==> config.mk <==
export PLATFORM = sky130hd
export DESIGN_NAME = osw_ctrl
export DESIGN_NICKNAME = d
export VERILOG_FILES = /design/src/osw_pkg.sv /design/src/osw_ls_if.sv /design/src/osw_ctrl.sv /design/src/osw_lsdiv.sv
export SDC_FILE = /design/constraint.sdc
export NUM_CORES = 1
export LEC_CHECK = 0
export BUFFER_PORTS_ARGS = -buffer_cell sky130_fd_sc_hd__buf_2
export CORE_ASPECT_RATIO = 0.9
export CORE_MARGIN = 2
export CORE_UTILIZATION = 60
export CTS_CLUSTER_SIZE = 10
export DETAILED_ROUTE_END_ITERATION = 7
export HOLD_SLACK_MARGIN = 0.05
export PLACE_DENSITY = 0.87
export SLEW_MARGIN = 25
export SYNTH_ARGS = -nofsm -noshare
export SYNTH_HDL_FRONTEND = slang
export SYNTH_SLANG_ARGS = --single-unit
==> constraint.sdc <==
create_clock -name clock -period 5.55 [get_ports clock]
set_input_delay 0 -clock clock [delete_from_list [all_inputs] [get_ports clock]]
set_output_delay 0 -clock clock [all_outputs]
set_load 0.03 [all_outputs]
==> src/osw_pkg.sv <==
// Constants and types shared by the oscillation stabilization wait controller.
// Contract
// (RULE_01) With main crystal as CPU clock, hold CPU after stop release until wait elapses.
// (RULE_02) Wait codes one to five select 2^11, 2^13, 2^14, 2^15, 2^16 periods.
// (RULE_03) Wait select resets to five; its upper five bits read zero.
// (RULE_04) Wait select is written and read only as a whole byte.
// (RULE_05) Software leaves wait select alone while a stabilization wait runs.
// (RULE_06) Software sets wait select before entering stop with the crystal clocking the CPU.
// (RULE_07) Stabilization counter stops at the selected wait; status never passes it.
// (RULE_08) With internal clock, software polls status for no more than the selected wait.
// (RULE_09) Counting starts only once the crystal really oscillates.
// (RULE_10) Low-speed oscillator runs from reset release without software action.
// (RULE_11) Software may stop the low-speed oscillator only if the option byte allows.
// (RULE_12) Low-speed clock never clocks the CPU; feeds watchdog, timer, display ticks.
// (RULE_13) Counter clears on stop entry, counts per cycle after release, flags completion.
package osw_pkg;
   localparam logic [15:0] OFF_WAIT_SEL  = 16'hffa4;
   localparam logic [2:0]  WAIT_SEL_RST  = 3'h5;
   localparam logic [2:0]  CODE_W11      = 3'h1;
   localparam logic [2:0]  CODE_W13      = 3'h2;
   localparam logic [2:0]  CODE_W14      = 3'h3;
   localparam logic [2:0]  CODE_W15      = 3'h4;
   localparam logic [2:0]  CODE_W16      = 3'h5;
   localparam int          CNT_W         = 17;
   localparam logic [16:0] CNT_RST       = 17'h00000;
   localparam int          CLK_FREQ_KHZ  = 40000;
   localparam int          LS_FREQ_KHZ   = 240;
   localparam int          LS_DIV_CYC    = CLK_FREQ_KHZ / LS_FREQ_KHZ;
   localparam int          LS_DIV8_CYC   = 8;
   localparam int          LS_DIV128_CYC = 128;
   localparam int          LS_DIV512_CYC = 512;
   typedef enum logic [2:0] {ST_IDLE, ST_STOPPED, ST_WAIT_OSC, ST_COUNT, ST_DONE} osw_state_type;
endpackage

==> src/osw_ls_if.sv <==
// Interface carrying the low-speed clock enables between divider and controller.
`timescale 1ns/1ps
`default_nettype none
interface osw_ls_if;
   logic run;
   logic tick;
   logic tick_div8;
   logic tick_div128;
   logic tick_div512;
   modport src (input run, output tick, output tick_div8, output tick_div128, output tick_div512);
   modport snk (output run, input tick, input tick_div8, input tick_div128, input tick_div512);
endinterface
`default_nettype wire

==> src/osw_ctrl.sv <==
// Oscillation stabilization wait controller with low-speed oscillator control.
`timescale 1ns/1ps
`default_nettype none
module osw_ctrl
   import osw_pkg::*;
#(
   parameter logic [16:0] WAIT_CNT_C1 = 17'h00800,
   parameter logic [16:0] WAIT_CNT_C2 = 17'h02000,
   parameter logic [16:0] WAIT_CNT_C3 = 17'h04000,
   parameter logic [16:0] WAIT_CNT_C4 = 17'h08000,
   parameter logic [16:0] WAIT_CNT_C5 = 17'h10000
)(
   // Clock and reset.
   input  wire logic        clock,
   input  wire logic        rst_n,
   // CPU memory access port.
   input  wire logic [15:0] mem_addr,
   input  wire logic [7:0]  mem_wdata,
   input  wire logic        mem_wr,
   input  wire logic        mem_rd,
   input  wire logic        mem_bit_op,
   output logic      [7:0]  mem_rdata,
   // Stop state and CPU clock path.
   input  wire logic        stop_mode,
   input  wire logic        cpu_clk_is_main,
   input  wire logic        main_crystal_osc_running,
   output logic             cpu_hold,
   output logic             stab_done,
   output logic      [4:0]  stabilization_status,
   // Low-speed oscillator.
   input  wire logic        ls_stop_allowed,
   input  wire logic        ls_stop_req,
   output logic             ls_osc_run,
   output logic             ls_tick,
   output logic             ls_tick_div8,
   output logic             ls_tick_div128,
   output logic             ls_tick_div512
);
   logic [2:0]      sel_ff;
   logic [16:0]     cnt_ff;
   logic [4:0]      status_ff;
   logic [7:0]      rdata_ff;
   logic            osc_meta_ff;
   logic            osc_ok_ff;
   logic            ls_stop_ff;
   logic            done_ff;
   osw_state_type   state_ff;
   osw_state_type   nxt_state;
   logic [16:0]     nxt_cnt;
   logic [16:0]     limit;
   logic [16:0]     cnt_inc;
   logic            hit;
   logic            wr_sel;
   logic            rd_sel;
   logic            reach;
   logic [16:0]     thresh [5];
   logic [4:0]      nxt_status;
   osw_ls_if        ls_bus ();

   // Unused and prohibited codes fall back to the longest wait.
   function automatic logic [16:0] wait_limit(input logic [2:0] code);
      logic [16:0] r;
      r = WAIT_CNT_C5;
      if (code == CODE_W11) r = WAIT_CNT_C1;
      else if (code == CODE_W13) r = WAIT_CNT_C2;
      else if (code == CODE_W14) r = WAIT_CNT_C3;
      else if (code == CODE_W15) r = WAIT_CNT_C4;
      return r;
   endfunction

   assign hit     = (mem_addr == OFF_WAIT_SEL);
   // (RULE_04) byte access only
   assign wr_sel  = hit && mem_wr && !mem_bit_op;
   assign rd_sel  = hit && mem_rd && !mem_bit_op;
   // (RULE_02) wait code decode
   assign limit   = wait_limit(sel_ff);
   assign cnt_inc = cnt_ff + 17'h00001;
   assign reach   = (cnt_inc >= limit);

   assign thresh[0] = WAIT_CNT_C1;
   assign thresh[1] = WAIT_CNT_C2;
   assign thresh[2] = WAIT_CNT_C3;
   assign thresh[3] = WAIT_CNT_C4;
   assign thresh[4] = WAIT_CNT_C5;

   // (RULE_07) status never passes selected wait
   for (genvar i = 0; i < 5; i++) begin : g_status
      assign nxt_status[i] = (nxt_cnt >= thresh[i]);
   end

   // (RULE_03) reset value and zero upper bits
   always_ff @(posedge clock or negedge rst_n) begin
      if (!rst_n) begin
         sel_ff   <= WAIT_SEL_RST;
         rdata_ff <= 8'h00;
      end else begin
         if (wr_sel) sel_ff <= mem_wdata[2:0];
         if (rd_sel) rdata_ff <= {5'h00, sel_ff};
      end
   end

   // (RULE_09) crystal running, two-stage synchroniser
   always_ff @(posedge clock or negedge rst_n) begin
      if (!rst_n) begin
         osc_meta_ff <= 1'b0;
         osc_ok_ff   <= 1'b0;
      end else begin
         osc_meta_ff <= main_crystal_osc_running;
         osc_ok_ff   <= osc_meta_ff;
      end
   end

   // (RULE_13) stabilization sequencing
   always_comb begin
      nxt_state = state_ff;
      nxt_cnt   = cnt_ff;
      case (state_ff)
         ST_IDLE, ST_DONE: begin
            if (stop_mode) begin
               nxt_state = ST_STOPPED;
               nxt_cnt   = CNT_RST;
            end else if (cnt_ff > limit) begin
               // A shorter wait written after completion also caps the reported steps.
               nxt_cnt = limit;
            end
         end
         ST_STOPPED: begin
            nxt_cnt = CNT_RST;
            if (!stop_mode) nxt_state = ST_WAIT_OSC;
         end
         ST_WAIT_OSC: begin
            if (stop_mode) nxt_state = ST_STOPPED;
            else if (osc_ok_ff) nxt_state = ST_COUNT;
         end
         ST_COUNT: begin
            if (stop_mode) begin
               nxt_state = ST_STOPPED;
               nxt_cnt   = CNT_RST;
            end else begin
               nxt_cnt = reach ? limit : cnt_inc;
               if (reach) nxt_state = ST_DONE;
            end
         end
         default: nxt_state = ST_IDLE;
      endcase
   end

   always_ff @(posedge clock or negedge rst_n) begin
      if (!rst_n) begin
         state_ff  <= ST_IDLE;
         cnt_ff    <= CNT_RST;
         status_ff <= 5'h00;
         done_ff   <= 1'b0;
      end else begin
         state_ff  <= nxt_state;
         cnt_ff    <= nxt_cnt;
         status_ff <= nxt_status;
         done_ff   <= (nxt_state == ST_DONE);
      end
   end

   // (RULE_01) CPU held during the wait
   assign cpu_hold = cpu_clk_is_main && ((state_ff == ST_WAIT_OSC) || (state_ff == ST_COUNT));

   // (RULE_11) stop only when option allows
   always_ff @(posedge clock or negedge rst_n) begin
      if (!rst_n) ls_stop_ff <= 1'b0;
      else ls_stop_ff <= ls_stop_req && ls_stop_allowed;
   end

   // (RULE_10) runs from reset release
   assign ls_bus.run = !ls_stop_ff;

   osw_lsdiv u_lsdiv (
      .clock (clock),
      .rst_n (rst_n),
      .ls    (ls_bus)
   );

   assign mem_rdata            = rdata_ff;
   assign stab_done            = done_ff;
   assign stabilization_status = status_ff;
   assign ls_osc_run           = ls_bus.run;
   assign ls_tick              = ls_bus.tick;
   assign ls_tick_div8         = ls_bus.tick_div8;
   assign ls_tick_div128       = ls_bus.tick_div128;
   assign ls_tick_div512       = ls_bus.tick_div512;
endmodule
`default_nettype wire

==> src/osw_lsdiv.sv <==
// Low-speed oscillator emulated as enable pulses divided down from the main clock.
`timescale 1ns/1ps
`default_nettype none
module osw_lsdiv
   import osw_pkg::*;
(
   // Clock and reset.
   input  wire logic clock,
   input  wire logic rst_n,
   // Enables toward the controller.
   osw_ls_if.src     ls
);
   logic [7:0] base_ff;
   logic [8:0] sub_ff;
   logic       base_end;
   logic [8:0] nxt_sub;

   assign base_end = (base_ff == 8'(LS_DIV_CYC - 1));
   assign nxt_sub  = sub_ff + 9'h001;

   // (RULE_12) low-speed enable taps
   always_ff @(posedge clock or negedge rst_n) begin
      if (!rst_n) begin
         base_ff        <= 8'h00;
         sub_ff         <= 9'h000;
         ls.tick        <= 1'b0;
         ls.tick_div8   <= 1'b0;
         ls.tick_div128 <= 1'b0;
         ls.tick_div512 <= 1'b0;
      end else begin
         base_ff        <= (!ls.run || base_end) ? 8'h00 : base_ff + 8'h01;
         sub_ff         <= !ls.run ? 9'h000 : (base_end ? nxt_sub : sub_ff);
         ls.tick        <= ls.run && base_end;
         ls.tick_div8   <= ls.run && base_end && (nxt_sub[2:0] == 3'(LS_DIV8_CYC % 8));
         ls.tick_div128 <= ls.run && base_end && (nxt_sub[6:0] == 7'(LS_DIV128_CYC % 128));
         ls.tick_div512 <= ls.run && base_end && (nxt_sub == 9'(LS_DIV512_CYC % 512));
      end
   end
endmodule
`default_nettype wire

==> results_dict.tcl, run 1 <==
set metrics [dict create \
    port_buffers 43 \
    route.detailed.drc 0 \
    utilization 0.719 \
    antenna_left 0 \
    slew_violations 0 \
    syn_avg_cell_area_um2 9.41 \
    syn_to_final_growth_pct 13.2 \
    multiInputGateArea_mm2 0.00187 \
    tritoncts "yes" \
    cts.clk_slew.worst_paths_ns 0.11 \
    top_layer "met4" \
    die-width_um 83.3 \
    comb_power_share 0.092 \
    rsz0062_at_grt "no" \
    p_int_mw 0.594 \
    drt_wl_total_mm 6.98 \
    synthArstFlopShare 1.00 \
    fin_setup_tns_ns 0 \
    power_density_mw_per_mm2 209 \
    cts_resized 0 \
    maxCapViolCount 0 \
    wl_met2_mm 3.42 \
    wl_met3_um 274 \
    tightest_slew_ns 0.690 \
    criticalPathCategory "reg -> reg" \
    grt_pass1_wl_mm 11.8 \
    fmax_mhz 252 \
    maxSlewHeadroom 0.540 \
    start_kind "register" \
    grt_start_max_net_pins 57 \
    grt_overflow 0 \
    hold_class "in -> reg" \
    ctsLongestPathBuffers 2 \
    dp_cells 462 \
    cp_data_required_time_ns 5.74 \
    synth.yosys.warnings 0 \
    syn_inst 361 \
    ys_seq_area_frac 0.413 \
    period_needed_ns 3.97 \
    grt_use_total 0.230 \
    max_stage_delay_ns 0.49 \
    min_delay_path_depth 3 \
    ys_ff_latch 56 \
    final_nets 461 \
    grt_pass1_vias 2599 \
    fin_crit_sh 0.715 \
    status "finished, final reports clean" \
    mostFrequentLayoutCell "dfrtp_1" \
    vdd_ir_drop_max_mv 0.149 \
    crit_chain "ha_1 > nand4_4 > nor2_1 > nand3_1 > xnor2_1 > ha_1 > and4_1 > and3_1 > o2111ai_1 > o211ai_2 > buf_4 > nor2_1 > a221o_1 > nand4bb_1" \
    dp_hpwl_mm 5.03 \
    cts_buffers 5 \
    clk_latency_ns 0.32 \
    r2r_cells 14 \
    netlist_area_mm2 0.00340 \
    first_iter_violations 183 \
    ios 54 \
    power.switching_mw 0.209 \
    hold_violations 0 \
    p_leak_nw 1.90 \
    antenna_cells 0 \
    clkPwrFrac 0.358 \
    design_area_mm2 0.00385 \
    placed_area_mm2 0.00365 \
    drtPass1Iterations 4 \
    cts-root-buf "clkbuf_8" \
    wl_per_cell_um 14.6 \
    end_kind "register" \
    drive_gt1_frac 0.185 \
    arrival_ns 4.15 \
    setup_viol 0 \
    synth_edf_count 0 \
    start_util 0.635 \
    hold_slack_ns 0.0680 \
    vias_per_cell 5.88 \
    synth_ff_type "dfrtp_1" \
    die_h_um 75.4 \
    final_cell_mix "dfrtp_1 (54), nor2_1 (43), buf_2 (43), nand2_1 (28), o21ai_0 (18)" \
    finClkSkew_ns 0.0114 \
    critPathMaxFanout 22 \
    fp-row-count 25 \
    fill_cells 398 \
    critPathSlowestCell "dfrtp_1" \
    synth_cell_types 64 \
    dieArea_mm2 0.00628 \
    antenna_found_initial 0 \
    finalWeightedCongestion 0.949 \
    p_sw_frac 0.260 \
    vias 2811 \
    cts.sinks 56 \
    regArea_mm2 0.00140 \
    seqPwrFrac 0.550 \
    ctsHtreeMaxLevel 2 \
    wl_met1_mm 3.23 \
    finalNonFillerCells 478 \
    core_area_mm2 0.00535 \
]
-- power groups by stage --
stage          sequential, mW  clock, mW  combinational (mW)
3_3_place_gp            0.448          0              0.0678
5_1_grt                 0.444      0.302              0.0847
6_report                0.441      0.287              0.0741
2_1_floorplan           0.443          0              0.0481
4_1_cts                 0.441      0.292              0.0754
3_5_place_dp            0.449          0              0.0708
-- worst max-delay path: cells and delay by family, from the launching register on --
family,cells,cell delay [ns]
buffers and inverters,1,0.28
adders and majority gates,2,0.63
and+or+nand+nor,7,1.41
DFF,1,0.49
AOI/OAI and AO/OA,3,0.83
xor gates and xnor gates,1,0.20
-- through the flow --
stage / setup slack (ns) / power (mW)
3_5_place_dp: 1.68 / 0.520
4_1_cts: 1.63 / 0.808
5_1_grt: 1.31 / 0.831
2_1_floorplan: 2.31 / 0.491
6_report: 1.58 / 0.802
3_3_place_gp: 1.77 / 0.516
-- state kept, by name, indices dropped and copies added, names as in the netlist --
name                    flops
cnt_ff                     17
ls_stop_ff                  1
mem_rdata                   3
osc_meta_ff                 1
osc_ok_ff                   1
sel_ff                      3
stab_done                   1
stabilization_status        5
state_ff                    3
u_lsdiv.base_ff             8
u_lsdiv.ls.tick             1
u_lsdiv.ls.tick_div128      1
u_lsdiv.ls.tick_div512      1
u_lsdiv.ls.tick_div8        1
u_lsdiv.sub_ff              9
-- path summary, 6_finish.rpt --
check	startpoint	to	slack [ns]
setup / recovery	cnt_ff[0]	stabilization_status[0]	1.58
hold / removal	mem_rd	mem_rdata[0]	0.07
setup reg to reg	cnt_ff[0]	stabilization_status[0]	1.58
hold reg to reg	osc_meta_ff	osc_ok_ff	0.38
max in group asynchronous	rst_n	cnt_ff[7]	4.76
min in group asynchronous	rst_n	u_lsdiv.sub_ff[3]	0.34
-- area by class of cell --
cell class / count / share of cell area
timing repair buffer: 54 / 0.0826
clock buffer: 5 / 0.0179
clock inverter: 3 / 0.0130
tap: 67 / 0.0218
multi-input combinational: 280 / 0.487
sequential: 56 / 0.365
inverter: 13 / 0.0127
-- cells in the mapped netlist (3+ instances only) --
master | n | area [um^2]
a21oi_1 | 14 | 70.1
and3_1 | 9 | 56.3
xnor2_1 | 11 | 96.3
nand2_1 | 28 | 105
nand3_1 | 17 | 85.1
clkbuf_1 | 7 | 26.3
nor2_1 | 43 | 161
buf_4 | 6 | 45.0
o2bb2ai_1 | 3 | 26.3
o31ai_1 | 5 | 37.5
dfrtp_1 | 54 | 1350
a21o_1 | 3 | 22.5
or3_1 | 6 | 37.5
o21ai_0 | 18 | 90.1
ha_1 | 17 | 213
nor3_1 | 11 | 55.1
mux2i_1 | 4 | 40.0
and2_1 | 6 | 37.5
inv_1 | 13 | 48.8
nand4b_1 | 3 | 26.3
nand4_1 | 5 | 31.3
xor2_1 | 12 | 105
nand2b_1 | 4 | 25.0
nor4_1 | 3 | 18.8
a211oi_1 | 3 | 22.5
a21o_2 | 3 | 26.3
mux2_2 | 7 | 78.8
-- metal layers --
layer  vias to the layer above  track usage
li1                       1378            -
met3                         8       0.0336
met4                         0       0.0455
met2                        62        0.419
met5                         -            0
met1                      1363        0.302
-- cell families (layout without fill, tap and decap cells) --
| group | count (synthesis) | after routing | synth area share |
|---|---|---|---|
| mux | 11 | 11 | 0.0350 |
| xor+xnor | 23 | 23 | 0.0593 |
| simple gates | 153 | 153 | 0.239 |
| other cells | 1 | 5 | 0.00110 |
| flops | 56 | 56 | 0.413 |
| buf+inv | 29 | 75 | 0.0398 |
| compound gates | 71 | 71 | 0.150 |
| fa+ha+maj | 17 | 17 | 0.0626 |
-- what timing repair did --
action | 4_1_cts | 5_1_grt
setup buffers | 0 | 0
endpoints found under the hold margin | 63 | 0
hold buffers | 8 | 0
(Power assumes the default switching activity.)
==> run 2, diff against run 1 <==
Settings changed: CORE_UTILIZATION 60 to 57, PLACE_DENSITY 0.87 to 0.83.
Clock period 5.55 ns to 3.9 ns, I/O delays scaled along.
==> run 2 against run 1 <==
Setup slack lost 1.3 ns. Via count rose by 0.57%. Sequential power is 43% higher. Cell area rose by 1.7%. Clock power rose by 50%. First-iteration DRC count is 46% higher. Count of clock-buffer cells in the layout stayed put.
==> results_dict.tcl, run 2 (same netlist as run 1, synthesis figures left out) <==
set metrics [dict create \
    rsz0062_at_grt "no" \
    end_kind "register" \
    utilization 0.683 \
    regArea_mm2 0.00141 \
    core_area_mm2 0.00573 \
    vias 2827 \
    die_h_um 77.2 \
    largest_register "cnt_ff" \
    multiInputGateArea_mm2 0.00189 \
    tritoncts "yes" \
    first_iter_violations 268 \
    total_power_mw 1.17 \
    vdd_ir_drop_max_mv 0.249 \
    antenna_found_initial 0 \
    cts.clk_slew.worst_paths_ns 0.10 \
    hold_violations 0 \
    finClkSkew_ns 0.00997 \
    drt_wl_total_mm 7.15 \
    period_needed_ns 3.64 \
    wl_met1_mm 3.24 \
    status "finished, final reports clean" \
    finalWeightedCongestion 0.894 \
    clk_latency_ns 0.30 \
    drive_gt1_frac 0.213 \
    ios 54 \
    setup_viol 0 \
    antenna_left 0 \
    ctsHtreeMaxLevel 2 \
    grt_start_max_net_pins 57 \
    antenna_cells 0 \
    arrival_ns 3.81 \
    grt_overflow 0 \
    vias_per_cell 5.85 \
    maxCapViolCount 0 \
    dieArea_mm2 0.00659 \
    final_cell_mix "dfrtp_1 (48), buf_2 (43), nor2_1 (42), nand2_1 (28), o21ai_0 (18)" \
    start_util 0.593 \
    largest_register_ff_count 17 \
    criticalPathCategory "reg -> reg" \
    hold_slack_ns 0.0944 \
    start_kind "register" \
    ctsLongestPathBuffers 2 \
    power_density_mw_per_mm2 298 \
    cts_buffers 5 \
    fmax_mhz 275 \
    mostFrequentLayoutCell "dfrtp_1" \
    grt_pass1_vias 2548 \
    grt_pass1_wl_mm 12.0 \
    top_layer "met4" \
    fin_crit_sh 0.933 \
    fp-row-count 26 \
    tightest_slew_ns 0.678 \
    p_leak_nw 1.91 \
    cts-root-buf "clkbuf_8" \
    wl_met3_um 412 \
    cp_data_required_time_ns 4.07 \
    fill_cells 431 \
    dp_hpwl_mm 5.34 \
    critPathSlowestCell "dfrtp_2" \
    wl_per_cell_um 14.8 \
    port_buffers 43 \
    wl_met2_mm 3.44 \
    hold_class "in -> reg" \
    fin_setup_tns_ns 0 \
    drtPass1Iterations 4 \
    crit_chain "ha_2 > nand4_4 > nor2_4 > nand3_1 > xnor2_1 > ha_1 > and4_1 > and3_1 > o2111ai_2 > o211ai_2 > o2bb2ai_1 > a2111oi_4 > nand4bb_1" \
    final_nets 464 \
    grt_use_total 0.224 \
    syn_to_final_growth_pct 15.1 \
    max_stage_delay_ns 0.45 \
    slew_violations 0 \
    maxSlewHeadroom 0.548 \
    critPathMaxFanout 9 \
    route.detailed.drc 0 \
    die-width_um 85.4 \
    reg_top3 "cnt_ff: 17 flops, u_lsdiv.sub_ff: 9 flops, u_lsdiv.base_ff: 8 flops" \
    cts.sinks 56 \
]
[run 2: per-stage QoR]
stage	std cells	setup WS (ns)	area, um^2
6_report	483	0.262	3910
3_3_place_gp	466	0.278	3660
5_1_grt	483	0.0135	3910
4_1_cts	481	0.0295	3870
3_5_place_dp	466	0.0482	3660
2_1_floorplan	365	0.664	3410
[run 2: layer usage]
layer | vias to the layer above | track usage
li1 | 1381 | -
met1 | 1343 | 0.322
met2 | 98 | 0.360
met3 | 5 | 0.0344
met4 | 0 | 0.0429
met5 | - | 0
[run 2: layout make-up]
class	instances	share of cell area
inverters	13	0.0125
clock inverters	2	0.0154
well taps	70	0.0224
multi-input cells	280	0.484
flip-flops and latches	56	0.361
clock buffers	5	0.0176
repair buffers	57	0.0870
[run 2: report_power, final]
group	internal, mW	switching (mW)	leakage, nW
logic	0.0465	0.0602	1.10
clock network	0.253	0.178	0.0642
registers	0.600	0.0293	0.749
total	0.899	0.267	1.91
[run 2: what timing repair did]
action	in CTS	in global routing
resized for setup	0	11
endpoints found under the setup margin	0	14
hold buffers	8	0
hold endpoints to repair	63	0
setup buffers	0	2
[run 2: path summary, 6_finish.rpt]
| kind | slack (ns) | cells after the start | from | endpoint |
|---|---|---|---|---|
| worst max-delay path | 0.26 | 13 | cnt_ff[0] | stabilization_status[0] |
| worst min-delay path | 0.09 | 3 | mem_wr | sel_ff[1] |
| worst max register to register | 0.26 | 13 | cnt_ff[0] | stabilization_status[0] |
| worst min register to register | 0.37 | 0 | osc_meta_ff | osc_ok_ff |
| max in group asynchronous | 3.05 | 3 | rst_n | cnt_ff[5] |
| min in group asynchronous | 0.36 | 3 | rst_n | u_lsdiv.base_ff[0] |
[run 2: critical path: cells and delay by family (launching register included)]
| family | cells | cell delay (ns) |
|---|---|---|
| AO/OA/AOI/OAI | 4 | 1.18 |
| flip-flops | 1 | 0.45 |
| XOR/XNOR | 1 | 0.16 |
| adder cells (fa/ha/maj) | 2 | 0.55 |
| AND/OR/NAND/NOR | 6 | 1.16 |
==> run 3, diff against run 2 <==
Settings changed: SYNTH_HIERARCHICAL set to 1.
==> run 3 against run 2 <==
Cell area increased by 1.6%. Clock power decreased by 26%. Flip-flop and latch count unchanged. Synthesized area increased by 5.4%. Wire length increased by 7.2%. Register-to-register slack got worse by 0.04 ns. Clock skew increased by 0.0023 ns. Count of clock-buffer cells in the layout unchanged. Total power decreased by 7.9%. First-iteration DRC count decreased by 55%. Critical endpoint is now stabilization_status[3]. Utilization decreased by 3.0 points.
==> results_dict.tcl, run 3 <==
set metrics [dict create \
    status "finished, final reports clean" \
    ctsLongestPathBuffers 2 \
    hp-start "mem_rd" \
    dp_hpwl_mm 5.44 \
    power_density_mw_per_mm2 271 \
    first_iter_violations 120 \
    syn_avg_cell_area_um2 9.68 \
    cts.clk_slew.worst_paths_ns 0.10 \
    drt_wl_total_mm 7.66 \
    clk_latency_ns 0.32 \
    critPathMaxFanout 9 \
    ys_ff_latch 56 \
    route.detailed.drc 0 \
    setup_viol 0 \
    vias 2949 \
    cts-root-buf "clkbuf_8" \
    yosysTopAreaCell "dfrtp_1" \
    ys_top_cells_by_area "dfrtp_1 (38%), ha_1 (5.9%), xor2_1 (4.6%), nand2_1 (3.1%), nor2_1 (2.9%)" \
    maxSlewHeadroom 0.510 \
    final_nets 469 \
    synth_top_family_by_area "simple AND/OR/NAND/NOR gates" \
    synth_ff_type "dfrtp_1" \
    cts.sinks 56 \
    syn_inst 370 \
    p_leak_nw 1.92 \
    rsz0062_at_grt "no" \
    largest_register "cnt_ff" \
    die-width_um 87.6 \
    synth_edf_count 0 \
    antenna_cells 0 \
    yosys.area_share.simple 0.265 \
    synthAdderAreaFrac 0.0594 \
    placed_area_mm2 0.00379 \
    fmax_mhz 272 \
    muxShareOfSynthArea 0.0273 \
    synthArstFlopShare 1.00 \
    drtPass1Iterations 4 \
    rrSetupSlack_ns 0.22 \
    end_kind "register" \
    start_util 0.589 \
    reg_top3 "cnt_ff: 17 flops, u_lsdiv/sub_ff: 9 flops, u_lsdiv/base_ff: 8 flops" \
    hold_violations 0 \
    slew_violations 0 \
    port_buffers 43 \
    antenna_found_initial 0 \
    largest_register_ff_count 17 \
    die_h_um 79.2 \
    cts_buffers 5 \
    mostFrequentLayoutCell "dfrtp_1" \
    ios 54 \
    total_power_mw 1.07 \
    final_cell_mix "dfrtp_1 (54), buf_2 (43), nand2_1 (30), nor2_1 (28)" \
    dieArea_mm2 0.00693 \
    grt_use_total 0.235 \
    r2r_cells 13 \
    grt_overflow 0 \
    fin_setup_tns_ns 0 \
    crit_start "cnt_ff[3]" \
    synth_compound_area_frac 0.138 \
    ys_seq_area_frac 0.392 \
    vdd_ir_drop_max_mv 0.237 \
    design_area_mm2 0.00397 \
    antenna_left 0 \
    endpoint "stabilization_status[3]" \
    hold_class "in -> reg" \
    arrival_ns 3.88 \
    grt_pass1_vias 2846 \
    tightest_slew_ns 0.735 \
    fp-row-count 27 \
    core_area_mm2 0.00608 \
    period_needed_ns 3.68 \
    wl_per_cell_um 15.6 \
    fill_cells 499 \
    yosys.area.top_type_share 0.377 \
    reg2reg_from "cnt_ff[3]" \
    ctsHtreeMaxLevel 2 \
    start_kind "register" \
    grt_start_max_net_pins 57 \
    syn_to_final_growth_pct 10.9 \
    synth_cell_types 73 \
    tritoncts "yes" \
    grt_pass1_wl_mm 12.9 \
    vias_per_cell 6.01 \
    drive_gt1_frac 0.210 \
    yosys.area_share.xor_xnor 0.0563 \
    maxCapViolCount 0 \
    fin_crit_sh 0.943 \
    finalWeightedCongestion 0.937 \
    synth.yosys.warnings 6 \
    netlist_area_mm2 0.00358 \
    r2r_end "stabilization_status[3]" \
    cp_data_required_time_ns 4.10 \
    synth.most_common_cell "dfrtp_1" \
    yosys-top-cells-count "dfrtp_1 (54), nand2_1 (30), nor2_1 (28)" \
    finClkSkew_ns 0.0122 \
    criticalPathCategory "reg -> reg" \
]
-- run 3: worst max-delay path, cell delays in order, from the launching register on --
cell and delay, ns:
dfrtp_1 0.48, and3_2 0.31, nand4_1 0.22, nor4_2 0.35, xor2_1 0.29, ha_1 0.29
o21ai_0 0.16, o21bai_1 0.12, a31oi_4 0.26, o21ai_4 0.16, buf_4 0.20, a21oi_1 0.27
nor2_1 0.08, or3_1 0.36
-- run 3: cells by family (layout without fill, tap and decap cells) --
logic type,Yosys count,after routing
other,1,5
AOI/OAI and AO/OA,69,69
muxes,9,9
and+or+nand+nor,160,160
adders and majority gates,17,17
buffers and inverters,35,80
DFF,56,56
xor gates and xnor gates,23,23
-- run 3: layout make-up --
| type | instances | area, um^2 | area share |
|---|---|---|---|
| Tap cell | 72 | 90.1 | 0.0227 |
| Clock buffer | 5 | 68.8 | 0.0173 |
| Clock inverter | 3 | 21.3 | 0.00535 |
| Sequential cell | 56 | 1400 | 0.353 |
| Inverter | 12 | 45.0 | 0.0113 |
| Timing Repair Buffer | 60 | 363 | 0.0913 |
| Multi-Input combinational cell | 283 | 1980 | 0.499 |
-- run 3: worst min-delay path by stage --
stage,slack [ns],depth (start not counted),endpoint
6_report,0.09,3,mem_rdata[0]
5_1_grt,0.09,3,mem_rdata[0]
4_1_cts,0.08,3,sel_ff[0]
3_5_place_dp,0.11,1,osc_meta_ff
3_3_place_gp,0.11,1,osc_meta_ff
2_1_floorplan,-0.30,0,cnt_ff[0]
-- run 3: routing by layer --
metal,GRT usage,up-vias,wire [um]
li1,-,1417,-
met1,0.323,1427,3580
met2,0.377,92,3600
met3,0.0405,13,365
met4,0.0785,0,116
met5,0,-,0
-- run 3: through the flow --
| step | setup slack (ns) | hold slack [ns] | cells | util |
|---|---|---|---|---|
| 4_1_cts | 0.188 | 0.0770 | 490 | 0.651 |
| 2_1_floorplan | 0.762 | -0.296 | 374 | - |
| 5_1_grt | 0.0358 | 0.0937 | 491 | 0.653 |
| 6_report | 0.221 | 0.0859 | 491 | 0.653 |
| 3_5_place_dp | 0.237 | 0.112 | 474 | 0.623 |
| 3_3_place_gp | 0.363 | 0.110 | 474 | 0.623 |
-- run 3: power by group --
part	switching, mW	internal, mW	total, mW	leakage [nW]
Combinational	0.0767	0.0524	0.129	1.12
Clock	0.193	0.128	0.321	0.0445
Sequential	0.0241	0.601	0.625	0.758
-- run 3: timing repair --
action	in CTS	in global routing
hold endpoints to repair	63	0
hold buffers	8	0
setup endpoints to repair	0	4
setup buffers	0	1
gates resized for setup	0	2
